`src/ocp_pkg.sv`:
```
// Purpose: Constants for the lamp switch over-current and bulb cooling timing
// Assumes: 250 MHz clock, a 10 us time base tick derived in the top module
// Notes: Profile tables hold step durations in time base ticks (10 us each)
//
// What this block does
// [RULE1] Over-current speed code 00 slow (reset default), 01 fast, 10 medium, 11 very slow.
// [RULE2] Low-wattage bit 1 uses its own seven-step profile, slow 4.9..89.2 ms.
// [RULE3] Low-wattage bit 0: bulb cooling is timed through six successive steps.
// [RULE4] Cooling code 00 and 11 medium, 01 fast, 10 slow; medium starts 347 ms at low-wattage bit 0, 417 ms at bit 1.
// [RULE5] Fault flag pin goes low only after the fault outlasts the blanking time.
// [RULE6] Temperature, current, short or undervoltage fault turns output off after flag falls.
// [RULE7] Fail-safe open: watchdog runs from reset; on expiry outputs 0, 2 follow inputs.
// [RULE8] Low-wattage bit 0 uses the standard profile, slow 6.30 ms up to 104.6 ms.
// [RULE9] While on, steps advance in order, each its own duration and threshold.
package ocp_pkg;
	localparam int CLK_NS = 4;
	localparam int TICK_US = 10;
	localparam int TICK_CYC = TICK_US * 1000 / CLK_NS;
	localparam int BLANK_NS = 5000;
	localparam int BLANK_CYC = (BLANK_NS + CLK_NS - 1) / CLK_NS;
	localparam int SHUT_NS = 7000;
	localparam int SHUT_CYC = SHUT_NS / CLK_NS;
	localparam int WDOG_MS = 310;
	localparam int WDOG_TICKS = WDOG_MS * 1000 / TICK_US;
	localparam int OC_STEPS = 7;
	localparam int CB_STEPS = 6;
	localparam logic [1:0] OC_SPEED_RST = 2'h0;
	localparam logic [1:0] CB_SPEED_RST = 2'h0;
	typedef logic [16:0] dur_t;
	// Over-current steps [low-wattage bit][speed code][step], ms x 100
	localparam dur_t OC_TAB [2][4][OC_STEPS] = '{
		'{'{630, 232, 300, 412, 656, 1452, 10460},
		  '{157, 58, 75, 103, 164, 363, 2610},
		  '{315, 116, 150, 206, 328, 726, 5230},
		  '{1260, 460, 600, 820, 1310, 2900, 20920}},
		'{'{490, 160, 210, 290, 490, 1220, 8920},
		  '{124, 40, 52, 74, 112, 306, 2220},
		  '{250, 80, 100, 150, 250, 610, 4460},
		  '{980, 320, 420, 580, 980, 2440, 17840}}};
	// Cooling steps [low-wattage bit][0 medium, 1 fast, 2 slow][step], ms x 100
	localparam dur_t CB_TAB [2][3][CB_STEPS] = '{
		'{'{34700, 18100, 20000, 22600, 25900, 30200},
		  '{17300, 9000, 10000, 11300, 12900, 15100},
		  '{69400, 36200, 40000, 45200, 51800, 60400}},
		'{'{41700, 22400, 25500, 29800, 35900, 44900},
		  '{20900, 11200, 12700, 14500, 18000, 32400},
		  '{83400, 44800, 51000, 59600, 71700, 89800}}};
	typedef enum logic [2:0] {CH_IDLE, CH_INRUSH, CH_STEADY, CH_COOL, CH_TRIP} ch_state_t;
endpackage

```
`src/ocp_channel.sv`:
```
// Purpose: One switched output: inrush profile, cooling profile, fault timing
// Assumes: tick_in is a one-cycle pulse every time base period
// Notes: A trip holds the output off until the on command is withdrawn
`timescale 1ns/1ns
module ocp_channel (
	input wire logic clk,
	input wire logic rst_n,
	input wire logic tick_in,
	input wire logic on_in,
	input wire logic oc_above_in,
	input wire logic hard_fault_in,
	input wire logic [1:0] oc_speed_in,
	input wire logic [1:0] cb_speed_in,
	input wire logic low_watt_in,
	output logic drive_out,
	output logic fault_out,
	output logic cooling_out,
	output logic [2:0] step_out
);
	ocp_pkg::ch_state_t state_r;
	ocp_pkg::dur_t timer_r;
	logic [2:0] step_r;
	logic [11:0] blank_cnt_r;
	logic [11:0] shut_cnt_r;
	logic fault_r;
	logic drive_r;
	logic raw_fault;
	logic [1:0] cb_row;
	ocp_pkg::dur_t oc_first, oc_next, cb_first, cb_next;

	// Profile lookups; cooling codes 00 and 11 share the medium row
	always_comb begin
		cb_row = (cb_speed_in == 2'h3) ? 2'h0 : cb_speed_in; // see [RULE4]
		oc_first = ocp_pkg::OC_TAB[low_watt_in][oc_speed_in][0]; // see [RULE1] see [RULE2] see [RULE8]
		oc_next = ocp_pkg::OC_TAB[low_watt_in][oc_speed_in][(step_r == 3'h6) ? 3'h6 : step_r + 3'h1];
		cb_first = ocp_pkg::CB_TAB[low_watt_in][cb_row][0];
		cb_next = ocp_pkg::CB_TAB[low_watt_in][cb_row][(step_r >= 3'h5) ? 3'h5 : step_r + 3'h1];
	end

	// Any fault counts only while the output is driven
	assign raw_fault = drive_r && (oc_above_in || hard_fault_in);

	// Phase sequencing and step timer
	always_ff @(posedge clk or negedge rst_n) begin
		if (!rst_n) begin
			state_r <= ocp_pkg::CH_IDLE;
			timer_r <= '0;
			step_r <= 3'h0;
		end else begin
			unique case (state_r)
				ocp_pkg::CH_IDLE, ocp_pkg::CH_COOL: begin
					if (on_in) begin
						state_r <= ocp_pkg::CH_INRUSH;
						step_r <= 3'h0;
						timer_r <= oc_first;
					end else if (state_r == ocp_pkg::CH_COOL && tick_in) begin
						if (timer_r > ocp_pkg::dur_t'(1)) begin
							timer_r <= timer_r - ocp_pkg::dur_t'(1);
						end else if (step_r == 3'(ocp_pkg::CB_STEPS - 1)) begin
							state_r <= ocp_pkg::CH_IDLE; // see [RULE3]
						end else begin
							step_r <= step_r + 3'h1;
							timer_r <= cb_next;
						end
					end
				end
				ocp_pkg::CH_INRUSH, ocp_pkg::CH_STEADY: begin
					if (shut_cnt_r == 12'(ocp_pkg::SHUT_CYC)) begin
						state_r <= ocp_pkg::CH_TRIP;
					end else if (!on_in) begin
						state_r <= ocp_pkg::CH_COOL;
						step_r <= 3'h0;
						timer_r <= cb_first;
					end else if (state_r == ocp_pkg::CH_INRUSH && tick_in) begin
						if (timer_r > ocp_pkg::dur_t'(1)) begin
							timer_r <= timer_r - ocp_pkg::dur_t'(1);
						end else if (step_r == 3'(ocp_pkg::OC_STEPS - 1)) begin
							state_r <= ocp_pkg::CH_STEADY;
						end else begin
							step_r <= step_r + 3'h1; // see [RULE9]
							timer_r <= oc_next;
						end
					end
				end
				ocp_pkg::CH_TRIP: begin
					if (!on_in) begin
						state_r <= ocp_pkg::CH_IDLE;
						step_r <= 3'h0;
					end
				end
				default: state_r <= ocp_pkg::CH_IDLE;
			endcase
		end
	end

	// Blanking: the fault must persist before it is reported
	always_ff @(posedge clk or negedge rst_n) begin
		if (!rst_n) begin
			blank_cnt_r <= '0;
			fault_r <= 1'b0;
		end else if (state_r == ocp_pkg::CH_TRIP && !on_in) begin
			blank_cnt_r <= '0;
			fault_r <= 1'b0;
		end else if (!fault_r) begin
			if (!raw_fault) begin
				blank_cnt_r <= '0;
			end else if (blank_cnt_r == 12'(ocp_pkg::BLANK_CYC)) begin
				fault_r <= 1'b1; // see [RULE5]
			end else begin
				blank_cnt_r <= blank_cnt_r + 12'h1;
			end
		end
	end

	// Shutdown delay counted from the flag falling
	always_ff @(posedge clk or negedge rst_n) begin
		if (!rst_n) begin
			shut_cnt_r <= '0;
		end else if (!fault_r) begin
			shut_cnt_r <= '0;
		end else if (shut_cnt_r != 12'(ocp_pkg::SHUT_CYC)) begin
			shut_cnt_r <= shut_cnt_r + 12'h1; // see [RULE6]
		end
	end

	// Output drive follows the on phases
	always_ff @(posedge clk or negedge rst_n) begin
		if (!rst_n) begin
			drive_r <= 1'b0;
		end else begin
			drive_r <= on_in && shut_cnt_r != 12'(ocp_pkg::SHUT_CYC) &&
				(state_r == ocp_pkg::CH_INRUSH || state_r == ocp_pkg::CH_STEADY);
		end
	end

	assign drive_out = drive_r;
	assign fault_out = fault_r;
	assign cooling_out = state_r == ocp_pkg::CH_COOL;
	assign step_out = step_r;

	a_blank_len: assert property (@(posedge clk) disable iff (!rst_n) // see [RULE5]
		$rose(fault_r) |-> $past(blank_cnt_r) == 12'(ocp_pkg::BLANK_CYC) && $past(raw_fault))
		else $error("fault flagged before blanking time");
	a_shut_delay: assert property (@(posedge clk) disable iff (!rst_n) // see [RULE6]
		$fell(drive_r) && fault_r |-> shut_cnt_r == 12'(ocp_pkg::SHUT_CYC))
		else $error("output shut off at wrong delay");
	a_trip_off: assert property (@(posedge clk) disable iff (!rst_n) // see [RULE6]
		state_r == ocp_pkg::CH_TRIP |=> !drive_r)
		else $error("tripped output still driven");
	a_step_order: assert property (@(posedge clk) disable iff (!rst_n) // see [RULE9]
		state_r == ocp_pkg::CH_INRUSH && $past(state_r) == ocp_pkg::CH_INRUSH && $changed(step_r)
		|-> step_r == $past(step_r) + 3'h1)
		else $error("inrush step skipped");
	a_cool_start: assert property (@(posedge clk) disable iff (!rst_n) // see [RULE3]
		state_r == ocp_pkg::CH_STEADY && !on_in && shut_cnt_r == 12'h0
		|=> state_r == ocp_pkg::CH_COOL && step_r == 3'h0 && timer_r == $past(cb_first))
		else $error("cooling did not start");
	c_steady: cover property (@(posedge clk) disable iff (!rst_n) state_r == ocp_pkg::CH_STEADY);
	c_trip: cover property (@(posedge clk) disable iff (!rst_n) state_r == ocp_pkg::CH_TRIP);
	c_cool_done: cover property (@(posedge clk) disable iff (!rst_n)
		state_r == ocp_pkg::CH_COOL ##1 state_r == ocp_pkg::CH_IDLE);
endmodule

```
`src/ocp_timing.sv`:
```
// Purpose: Quad lamp switch timing: profiles, fault flag, watchdog fail-safe
// Assumes: All inputs synchronous to CLOCK_IN; speed fields held by the serial side
// Notes: Thresholds are analog; this block only names the active step per output
`timescale 1ns/1ns
module ocp_timing #(
	parameter int TICK_CYCLES = ocp_pkg::TICK_CYC,
	parameter int WDOG_TICKS = ocp_pkg::WDOG_TICKS
) (
	// Clock and reset
	input wire logic CLOCK_IN,
	input wire logic NRST_IN,
	// Settings from the serial side
	input wire logic [1:0] OVERCURRENT_SPEED_FIELD_IN,
	input wire logic [1:0] COOLING_SPEED_FIELD_IN,
	input wire logic LOW_WATTAGE_BULB_BIT_IN,
	input wire logic [3:0] HOST_ON_IN,
	input wire logic WDOG_KICK_IN,
	// Direct inputs and fail-safe select
	input wire logic [3:0] DIRECT_ON_IN,
	input wire logic FAILSAFE_SELECT_OPEN_IN,
	// Analog comparators and detectors
	input wire logic [3:0] OVERCURRENT_FAULT_IN,
	input wire logic [3:0] OVERTEMPERATURE_FAULT_IN,
	input wire logic [3:0] SHORT_CIRCUIT_FAULT_IN,
	input wire logic UNDERVOLTAGE_FAULT_IN,
	// Outputs
	output logic [3:0] SWITCHED_OUTPUT_OUT,
	output logic [3:0] CHANNEL_FAULT_OUT,
	output logic [3:0] COOLING_OUT,
	output logic [11:0] STEP_OUT,
	output logic FAULT_FLAG_PIN_N_OUT,
	output logic FAILSAFE_OUT
);
	logic [11:0] tick_cnt_r;
	logic tick_r;
	logic [16:0] wd_cnt_r;
	logic failsafe_r;
	logic flag_n_r;
	logic [3:0] cmd_on;
	logic [3:0] ch_fault;
	logic [12:0] flag_cnt_r;

	// Time base tick
	always_ff @(posedge CLOCK_IN or negedge NRST_IN) begin
		if (!NRST_IN) begin
			tick_cnt_r <= '0;
			tick_r <= 1'b0;
		end else begin
			tick_r <= tick_cnt_r == 12'(TICK_CYCLES - 1);
			tick_cnt_r <= (tick_cnt_r == 12'(TICK_CYCLES - 1)) ? 12'h0 : tick_cnt_r + 12'h1;
		end
	end

	// Watchdog starts at reset release; serial activity restarts it
	always_ff @(posedge CLOCK_IN or negedge NRST_IN) begin
		if (!NRST_IN) begin
			wd_cnt_r <= '0;
			failsafe_r <= 1'b0;
		end else if (WDOG_KICK_IN || !FAILSAFE_SELECT_OPEN_IN) begin
			wd_cnt_r <= '0;
			failsafe_r <= 1'b0;
		end else if (wd_cnt_r == 17'(WDOG_TICKS)) begin
			failsafe_r <= 1'b1; // see [RULE7]
		end else if (tick_r) begin
			wd_cnt_r <= wd_cnt_r + 17'h1;
		end
	end

	// In fail-safe only outputs 0 and 2 run, from their direct inputs
	assign cmd_on = failsafe_r ? (DIRECT_ON_IN & 4'h5) : HOST_ON_IN; // see [RULE7]

	genvar g;
	generate
		for (g = 0; g < 4; g++) begin : g_ch
			ocp_channel u_ch (
				.clk(CLOCK_IN),
				.rst_n(NRST_IN),
				.tick_in(tick_r),
				.on_in(cmd_on[g]),
				.oc_above_in(OVERCURRENT_FAULT_IN[g]),
				.hard_fault_in(OVERTEMPERATURE_FAULT_IN[g] || SHORT_CIRCUIT_FAULT_IN[g] ||
					UNDERVOLTAGE_FAULT_IN),
				.oc_speed_in(OVERCURRENT_SPEED_FIELD_IN),
				.cb_speed_in(COOLING_SPEED_FIELD_IN),
				.low_watt_in(LOW_WATTAGE_BULB_BIT_IN),
				.drive_out(SWITCHED_OUTPUT_OUT[g]),
				.fault_out(ch_fault[g]),
				.cooling_out(COOLING_OUT[g]),
				.step_out(STEP_OUT[3*g +: 3])
			);
		end
	endgenerate

	// Shared active-low fault flag pin
	always_ff @(posedge CLOCK_IN or negedge NRST_IN) begin
		if (!NRST_IN) begin
			flag_n_r <= 1'b1;
		end else begin
			flag_n_r <= ~|ch_fault; // see [RULE5]
		end
	end

	// Cycles a faulty output stays driven after the flag fell, for the shutoff check
	always_ff @(posedge CLOCK_IN or negedge NRST_IN) begin
		if (!NRST_IN) begin
			flag_cnt_r <= '0;
		end else if (!flag_n_r && |(SWITCHED_OUTPUT_OUT & ch_fault)) begin
			flag_cnt_r <= flag_cnt_r + 13'h1; // see [RULE6]
		end else begin
			flag_cnt_r <= '0;
		end
	end

	assign FAULT_FLAG_PIN_N_OUT = flag_n_r;
	assign FAILSAFE_OUT = failsafe_r;
	assign CHANNEL_FAULT_OUT = ch_fault;

	a_wdog_expire: assert property (@(posedge CLOCK_IN) disable iff (!NRST_IN) // see [RULE7]
		$rose(failsafe_r) |-> wd_cnt_r == 17'(WDOG_TICKS) && $past(FAILSAFE_SELECT_OPEN_IN))
		else $error("watchdog expired at wrong count");
	a_failsafe_odd_off: assert property (@(posedge CLOCK_IN) disable iff (!NRST_IN) // see [RULE7]
		failsafe_r && $past(failsafe_r, 3) && $past(failsafe_r, 2) && $past(failsafe_r)
		|-> !SWITCHED_OUTPUT_OUT[1] && !SWITCHED_OUTPUT_OUT[3])
		else $error("outputs 1 or 3 driven in fail-safe");
	a_flag_shutoff: assert property (@(posedge CLOCK_IN) disable iff (!NRST_IN) // see [RULE6]
		flag_cnt_r <= 13'(ocp_pkg::SHUT_CYC + 2))
		else $error("faulty output not shut off after flag fell");
	c_failsafe: cover property (@(posedge CLOCK_IN) disable iff (!NRST_IN) $rose(failsafe_r));
	c_flag: cover property (@(posedge CLOCK_IN) disable iff (!NRST_IN) !FAULT_FLAG_PIN_N_OUT);
endmodule

```
`config.mk`:
```
export PLATFORM = sky130hd
export DESIGN_NAME = ocp_timing
export DESIGN_NICKNAME = d
export VERILOG_FILES = /design/src/ocp_pkg.sv /design/src/ocp_channel.sv /design/src/ocp_timing.sv
export SDC_FILE = /design/constraint.sdc
export NUM_CORES = 1
export LEC_CHECK = 0
export ABC_CLOCK_PERIOD_IN_PS = 2700
export BUFFER_PORTS_ARGS = -buffer_cell sky130_fd_sc_hd__buf_2
export CAP_MARGIN = 30
export CELL_PAD_IN_SITES_DETAIL_PLACEMENT = 0
export CELL_PAD_IN_SITES_GLOBAL_PLACEMENT = 1
export CORE_MARGIN = 5
export CORE_UTILIZATION = 44
export DETAILED_ROUTE_END_ITERATION = 7
export PLACE_DENSITY_LB_ADDON = 0.25
export SLEW_MARGIN = 5
export SYNTH_ARGS = -nofsm -noshare
export SYNTH_HDL_FRONTEND = slang
export SYNTH_SLANG_ARGS = --single-unit
```
`constraint.sdc`:
```
create_clock -name CLOCK_IN -period 2.7 [get_ports CLOCK_IN]
set_input_delay 0.135 -clock CLOCK_IN [delete_from_list [all_inputs] [get_ports CLOCK_IN]]
set_output_delay 0.135 -clock CLOCK_IN [all_outputs]
set_load 0.02 [all_outputs]
```
==> results of run 1 <==
cell families (layout without fill, tap and decap cells):
group | after synthesis | after routing | synth area share [%]
xor+xnor | 138 | 138 | 5.44
mux | 58 | 58 | 3.17
fa+ha+maj | 61 | 61 | 3.43
flops | 228 | 228 | 25.7
buf+inv | 321 | 825 | 5.81
simple gates | 1190 | 1191 | 26.2
compound gates | 1019 | 1020 | 30.3
metrics by stage:
step | cells | util [%] | setup WS (ns) | TNS [ns] | total power (uW)
after floorplan | 3015 | - | -0.162 | -0.749 | 16500
after global placement | 4085 | 54.4 | -0.308 | -7.52 | 24600
after detailed placement | 4088 | 54.5 | -0.304 | -10.70 | 24800
after CTS | 4168 | 57.7 | -0.197 | -3.28 | 29300
after global routing | 4193 | 60.0 | -0.278 | -7.32 | 32800
final | 4193 | 60.0 | -0.212 | -3.85 | 31300
cells in the final DEF (no fill, tap or decap), types with 32 or more instances in the layout:
| cell | Yosys | routed |
|---|---|---|
| and2_1 | 44 | 44 |
| xnor2_1 | 85 | 85 |
| ha_1 | 61 | 55 |
| and3_1 | 47 | 47 |
| o21ai_1 | 6 | 41 |
| a31oi_1 | 77 | 69 |
| xor2_1 | 53 | 53 |
| mux2i_1 | 39 | 36 |
| nor2_1 | 328 | 313 |
| buf_6 | 3 | 36 |
| buf_4 | 14 | 576 |
| o211ai_1 | 46 | 46 |
| nor3_1 | 77 | 71 |
| buf_2 | 9 | 54 |
| o21ai_0 | 258 | 214 |
| inv_1 | 60 | 58 |
| nand2b_1 | 45 | 45 |
| dfrtp_1 | 227 | 221 |
| nand2_1 | 310 | 300 |
| nand3_1 | 122 | 116 |
| a21oi_1 | 211 | 186 |
| clkbuf_16 | 0 | 32 |
critical path: cells and delay by family (launching register included):
kind	cells	cell delay (ns)
flops	1	0.39
compound gates	4	0.50
buf+inv	2	0.32
simple gates	3	1.57
metal layers:
layer	global-route usage, %	share of wire, %	vias to the layer above
met3	8.28	11	376
met1	52.0	42	13400
met5	0	0.046	-
met4	15.0	5.7	4
li1	-	-	12200
met2	54.9	42	1658
power breakdown:
part | leakage [uW] | internal [uW] | switching, uW
sequential | 0.00300 | 4170 | 872
clock | 0.000438 | 2170 | 1650
combinational | 0.00922 | 9050 | 13400
total | 0.0127 | 15400 | 15900
flip-flops by register name (all words and copies together) (netlist names):
name	flops
g_ch.u_ch.step_out	12
g_ch.u_ch.timer_r	68
tick_r	1
FAULT_FLAG_PIN_N_OUT	1
g_ch.u_ch.fault_out	4
g_ch.u_ch.blank_cnt_r	48
tick_cnt_r	12
wd_cnt_r	17
g_ch.u_ch.shut_cnt_r	48
g_ch.u_ch.drive_out	4
FAILSAFE_OUT	1
g_ch.u_ch.state_r	12
path summary, 6_finish.rpt:
kind,startpoint,to,slack [ns]
setup / recovery,g_ch[3].u_ch.timer_r[12]$_DFFE_PN0P_,g_ch[3].u_ch.timer_r[8]$_DFFE_PN0P_,-0.21
hold / removal,NRST_IN,g_ch[3].u_ch.drive_out$_DFF_PN0_,0.09
setup reg to reg,g_ch[3].u_ch.timer_r[12]$_DFFE_PN0P_,g_ch[3].u_ch.timer_r[8]$_DFFE_PN0P_,-0.21
hold reg to reg,tick_cnt_r[8]$_DFF_PN0_,tick_cnt_r[8]$_DFF_PN0_,0.49
max in group asynchronous,NRST_IN,g_ch[2].u_ch.step_out[1]$_DFFE_PN0P_,1.67
min in group CLOCK_IN,OVERCURRENT_FAULT_IN[0],g_ch[0].u_ch.blank_cnt_r[1]$_DFFE_PN0P_,0.09
cell type report:
class                           count  area, sq um  area share [%]
Inverter                           65          256           0.854
Timing Repair Buffer              708         5840            19.4
Tap cell                          672          841            2.80
Sequential cell                   228         5710            19.0
Multi-Input combinational cell   2468        16500            54.8
Clock inverter                      7         95.1           0.317
Clock buffer                       45          815            2.71
what timing repair did:
| item | CTS | global route |
|---|---|---|
| setup buffers | 18 | 22 |
| hold buffers | 1 | 0 |
| endpoints found under the setup margin | 82 | 87 |
| resized for setup | 111 | 212 |
| endpoints found under the hold margin | 77 | 0 |
| cloned | 9 | 6 |
| pin swaps | 48 | 79 |
==> metrics.cfg, run 1 <==
[synth]
syn_area_sq_um=22200
yosys-top-cells-count=nor2_1 (328), nand2_1 (310), o21ai_0 (258)
ys_top_cells_by_area=dfrtp_1 (26%), o21ai_0 (5.8%), nor2_1 (5.5%), nand2_1 (5.2%), a21oi_1 (4.7%)
synth_ff_type=dfrtp_1
synth_cells=3015
yosysWarnings=0
ys_seq_elements=228
synth.most_common_cell=nor2_1
ys_seq_area_share_pct=25.7
avgSynthCellArea_sq_um=7.37
synth_edf_count=0
synth_nets=3106
yosysTopAreaCell=dfrtp_1
synthArstFlopShare_pct=100
synth.top_cell.area_share_pct=25.6
yosysUniqueCellTypes=97

[critical_path]
cp.arrival_ns=3.39
cpMostUsedCell=or4_4
reg2regPathDepth=9
critPathMaxFanout=7
startpoint_type=flip-flop
critPathSlowestCell=or4_4
worstPathCellList=or4_4 > or4_4 > or4_4 > buf_8 > buf_4 > a21oi_2 > a221oi_2 > a211oi_2 > o31ai_1
crit_required_ns=3.18
cpPeakStageDelay_ns=0.60
end_kind=flip-flop
path_class=reg -> reg

[global_routing]
grt_max_degree=82
grt_pass1_vias=25800
grt_use_total_pct=36.9
grt_pass1_wl_um=162000
antenna_found_initial=3
overflow=0

[place]
portBuffers=53
dpl_cell_area_sq_um=27300
gp_congestion=1.12
hpwl_um=82500

[route]
wl_um=109000
first_iter_violations=3626
dr.pass1.iters=6
wl_per_cell_um=26.0
routed_via_density=6.58
ant_nets=0
drcViolationCount=0
vias=27600

[cells_and_area]
antennaDiodeCount=0
nets=3590
fillerInstances=4629
area_growth_pct=35.1
stdcell_area_sq_um=30000
drive_gt1_share_pct=28.4

[run]
maxCapViolCount=0

[sta]
max_freq_mhz=343
final_hold_viol_count=0
fin_ws_ns=-0.212
tightest_slew_ns=1.00
skew_ns=0.0179
drv_slew=0
min_period_over_period_pct=108
grt_setup_unrepaired=true
whs_ns=0.0894
maxSlewHeadroom_pct=33.1
period_minus_slack_ns=2.91
setup_viol=43

[floorplan]
die-width_um=235
rows=82
io-pin-count=56
start_util_pct=44.4
fp.coreArea_sq_um=50100
die_y_um=235
die_area_sq_um=55100

[outcome]
violations=negative setup slack
status=complete, but fails checks

[clocking]
root_buffer=clkbuf_16
clk_pin_slew_ns=0.06
clk_path_buf_depth=3
h-tree-depth=1
cts_tree=done
numCtsBuffers=28
cts_num_sinks=228
insertion_delay_ns=0.61

[worst_hold_path]
min_path_type=in -> async

[pwr]
ir_worst_vdd_mv=0.732
power_density_nw_per_um2=1040
p_leak_uw=0.0127

No activity file was read; power rests on OpenSTA's default activity.
==> run 2, diff against run 1 <==
Settings changed: ABC_AREA set to 1, ABC_CLOCK_PERIOD_IN_PS 2700 to 3700, CORE_UTILIZATION 44 to 49.
Clock period 2.7 ns to 3.7 ns, I/O delays scaled along.
==> metrics.cfg, run 2 <==
[critical_path]
worstPathCellList=ha_1 > o21ai_0 > nand2_1 > nand2_2 > inv_2 > o211ai_1 > nand2_1 > nand2_1 > nand3_1 > nand2_1 > nand2_1 > nand2_1 > nand2_1  ; was or4_4 > or4_4 > or4_4 > buf_8 > buf_4 > a21oi_2 > a221oi_2 > a211oi_2 > o31ai_1
startpoint_type=flip-flop  ; unchanged
crit_family=simple AND/OR/NAND/NOR gates  ; unchanged
crit_required_ns=4.20  ; was 3.18 ns
critPathSlowestCell=o21ai_0  ; was or4_4
path_buf_inv=1  ; was 2
crit_cells=13  ; was 9
cpPeakStageDelay_ns=0.61  ; was 0.60 ns
path_class=reg -> reg  ; unchanged
cp.arrival_ns=3.56  ; was 3.39 ns
cpMostUsedCell=nand2_1  ; was or4_4
crit-reg2reg-launch=g_ch[0].u_ch.step_out[0]$_DFFE_PN0P_  ; was g_ch[3].u_ch.timer_r[12]$_DFFE_PN0P_
critPathMaxFanout=8  ; was 7
reg2regPathDepth=13  ; was 9
r2r_end=g_ch[0].u_ch.timer_r[2]$_DFFE_PN0P_  ; was g_ch[3].u_ch.timer_r[8]$_DFFE_PN0P_
reg2reg_slack_ns=0.63  ; was -0.21 ns
end_kind=flip-flop  ; unchanged

[pwr]
combPwrFrac_pct=63.6  ; was 71.7%
p_leak_uw=0.0125  ; was 0.0127 uW
switchingPower_uw=9690  ; was 15,900 uW
ir_worst_vdd_mv=0.447  ; was 0.732 mV
p_sw_share_pct=54.4  ; was 50.8%
p_clk_share_pct=16.1  ; was 12.2%
p_total_uw=17800  ; was 31,300 uW
sequentialPowerShare_pct=20.4  ; was 16.1%
intPower_uw=8120  ; was 15,400 uW
power_density_nw_per_um2=730  ; was 1040 nW/um^2

[outcome]
status=complete, no violations  ; was complete, but fails checks

[floorplan]
start_util_pct=49.7  ; was 44.4%
die-width_um=225  ; was 235 um
rows=78  ; was 82
die_y_um=225  ; was 235 um
fp.coreArea_sq_um=45500  ; was 50,100 sq um
io-pin-count=56  ; unchanged
die_area_sq_um=50600  ; was 55,100 sq um

[route]
vias=25800  ; was 27,600
routed_via_density=5.72  ; was 6.58
ant_nets=0  ; unchanged
wl_um=84700  ; was 109,000 um
first_iter_violations=3236  ; was 3,626
wl_per_cell_um=18.8  ; was 26.0 um
drcViolationCount=0  ; unchanged
dr.pass1.iters=6  ; unchanged

[synth]
synthAdderAreaFrac_pct=3.37  ; was 3.43%
yosys-top-cells-count=nand2_1 (1,429), nor2_1 (360), inv_1 (352)  ; was nor2_1 (328), nand2_1 (310), o21ai_0 (258)
yosys.area_share.simple_pct=42.1  ; was 26.2%
avgSynthCellArea_sq_um=5.85  ; was 7.37 sq um
synth_edf_count=0  ; unchanged
synth.most_common_cell=nand2_1  ; was nor2_1
synthArstFlopShare_pct=100  ; unchanged
synth_ff_type=dfrtp_1  ; unchanged
syn_area_sq_um=22600  ; was 22,200 sq um
yosysTopAreaCell=dfrtp_1  ; unchanged
ys_top_cells_by_area=dfrtp_1 (25%), nand2_1 (24%), nand3_1 (6.4%), o21ai_0 (6.1%), nor2_1 (6.0%)  ; was dfrtp_1 (26%), o21ai_0 (5.8%), nor2_1 (5.5%), nand2_1 (5.2%), a21oi_1 (4.7%)
ys_seq_elements=228  ; unchanged
synth_top_family_by_area=simple AND/OR/NAND/NOR gates  ; was compound AO/OA/AOI/OAI gates
synth.top_cell.area_share_pct=25.1  ; was 25.6%
synth-xor-area-share_pct=3.20  ; was 5.44%
yosysUniqueCellTypes=55  ; was 97
synth_compound_area_share_pct=16.0  ; was 30.3%
ys_seq_area_share_pct=25.2  ; was 25.7%
yosysWarnings=0  ; unchanged
synth_nets=3961  ; was 3,106
synth_cells=3870  ; was 3,015
synthMuxAreaShare_pct=0  ; was 3.17%

[place]
dpl_cell_area_sq_um=23400  ; was 27,300 sq um
gp_congestion=1.06  ; was 1.12
portBuffers=53  ; unchanged
hpwl_um=62800  ; was 82,500 um
dp_slack_ns=0.754  ; was -0.304 ns

[global_routing]
grt_max_degree=97  ; was 82
antenna_found_initial=1  ; was 3
grt_pass1_vias=23300  ; was 25,800
overflow=0  ; unchanged
grt_use_total_pct=32.5  ; was 36.9%
grt_pass1_wl_um=132000  ; was 162,000 um

[worst_hold_path]
min_to=wd_cnt_r[11]$_DFFE_PN0P_
min_path_type=in -> reg  ; was in -> async
hold_path.startpoint=FAILSAFE_SELECT_OPEN_IN
hold_depth=5

[cells_and_area]
area_growth_pct=7.79  ; was 35.1%
stdcell_area_sq_um=24400  ; was 30,000 sq um
largest_register=g_ch.u_ch.timer_r  ; unchanged
largest_reg_flops=68  ; unchanged
layout_common_cells=nand2_1 (1,429), nor2_1 (360), inv_1 (352)  ; was buf_4 (576), nor2_1 (313), nand2_1 (300)
top_regs=g_ch.u_ch.timer_r (68), g_ch.u_ch.blank_cnt_r (48), g_ch.u_ch.shut_cnt_r (48)  ; unchanged
nets=3969  ; was 3,590
drive_gt1_share_pct=7.39  ; was 28.4%
final_common_cell=nand2_1  ; was buf_4

[sta]
tightest_slew_ns=1.04  ; was 1.00 ns
final_hold_viol_count=0  ; unchanged
max_freq_mhz=326  ; was 343 MHz
skew_ns=0.0336  ; was 0.0179 ns
min_period_over_period_pct=82.9  ; was 108%
maxSlewHeadroom_pct=30.2  ; was 33.1%
drv_slew=0  ; unchanged
fin_ws_ns=0.631  ; was -0.212 ns
setup_tns_ns=0  ; was -3.85 ns
period_minus_slack_ns=3.07  ; was 2.91 ns
setup_viol=0  ; was 43
whs_ns=0.0611  ; was 0.0894 ns
grt_setup_unrepaired=false  ; was true

[run]
maxCapViolCount=0  ; unchanged

[clocking]
post_cts_buffers=0  ; was 18
numCtsBuffers=28  ; unchanged
clk_path_buf_depth=3  ; unchanged
clk_pin_slew_ns=0.06  ; about the same
insertion_delay_ns=0.61  ; about the same
cts_tree=done  ; unchanged
root_buffer=clkbuf_16  ; unchanged
cts_num_sinks=228  ; unchanged
h-tree-depth=1  ; unchanged

run 2: cell count changes after synthesis, moves of 33 or more:
cell / change
nand2_1: +1119
inv_1: +292
clkbuf_1: -175
nand3_1: +169
buf_2: +71
a31oi_1: -69
xnor2_1: -67
o21ai_1: +48
nand2b_1: -45
and2_1: -44
and3_1: -44
a211oi_1: -43
mux2i_1: -39
nand2_2: +33
run 2: layout make-up:
class / instances / area, sq um
fillers: 4942 / 21100
clock inverters: 14 / 184
flip-flops and latches: 228 / 5710
diodes: 1 / 2.50
clock buffers: 37 / 774
repair buffers: 131 / 883
inverters: 390 / 1470
well taps: 600 / 751
multi-input cells: 3099 / 14600
run 2: worst max-delay path by stage:
| stage | startpoint | endpoint | slack, ns |
|---|---|---|---|
| final | g_ch[0].u_ch.step_out[0]$_DFFE_PN0P_ | g_ch[0].u_ch.timer_r[2]$_DFFE_PN0P_ | 0.63 |
| after global routing | g_ch[0].u_ch.step_out[0]$_DFFE_PN0P_ | g_ch[0].u_ch.timer_r[2]$_DFFE_PN0P_ | 0.45 |
| after CTS | g_ch[0].u_ch.step_out[0]$_DFFE_PN0P_ | g_ch[0].u_ch.timer_r[0]$_DFFE_PN0P_ | 0.76 |
| after detailed placement | LOW_WATTAGE_BULB_BIT_IN | g_ch[0].u_ch.timer_r[5]$_DFFE_PN0P_ | 0.75 |
| after global placement | LOW_WATTAGE_BULB_BIT_IN | g_ch[1].u_ch.timer_r[3]$_DFFE_PN0P_ | 0.76 |
| after floorplan | COOLING_SPEED_FIELD_IN[1] | g_ch[1].u_ch.timer_r[9]$_DFFE_PN0P_ | 1.54 |
run 2: power by group through the flow:
stage | registers, uW | logic (uW) | clock network, uW
3_5_place_dp | 3650 | 10900 | 0
6_report | 3630 | 11300 | 2860
3_3_place_gp | 3650 | 10900 | 0
2_1_floorplan | 3530 | 8160 | 0
5_1_grt | 3700 | 12600 | 3040
4_1_cts | 3610 | 11000 | 2940
run 2: metal layers:
layer | vias to the layer above | global-route usage, % | routed length (um)
li1 | 12500 | - | -
met1 | 11700 | 47.6 | 37000
met2 | 1262 | 46.9 | 34600
met3 | 264 | 6.92 | 9250
met4 | 0 | 12.7 | 3900
met5 | - | 0 | 0
run 2: through the flow:
stage | utilization (%) | instances
after global placement | 51.4 | 4444
after detailed placement | 51.4 | 4445
after global routing | 53.6 | 4499
after floorplan | - | 3870
after CTS | 53.5 | 4498
final | 53.6 | 4500
run 2: worst register-to-register path, cell delays in order (launching register included):
cell and delay (ns):
dfrtp_1 0.54, ha_1 0.31, o21ai_0 0.61, nand2_1 0.43, nand2_2 0.24, inv_2 0.12, o211ai_1 0.10, nand2_1 0.13
nand2_1 0.15, nand3_1 0.09, nand2_1 0.07, nand2_1 0.06, nand2_1 0.06, nand2_1 0.05
run 2: cells by family (layout without fill, tap and decap cells):
family                     count (synthesis)  count (layout)
and+or+nand+nor                         2293            2293
other                                      0               1
AOI/OAI and AO/OA                        664             664
DFF                                      228             228
buffers and inverters                    543             572
adders and majority gates                 61              61
xor gates and xnor gates                  81              81
run 2: what timing repair did:
item                                   4_1_cts  5_1_grt
hold buffers                                 2        0
endpoints found under the hold margin       96        0
gates resized for setup                      0        0
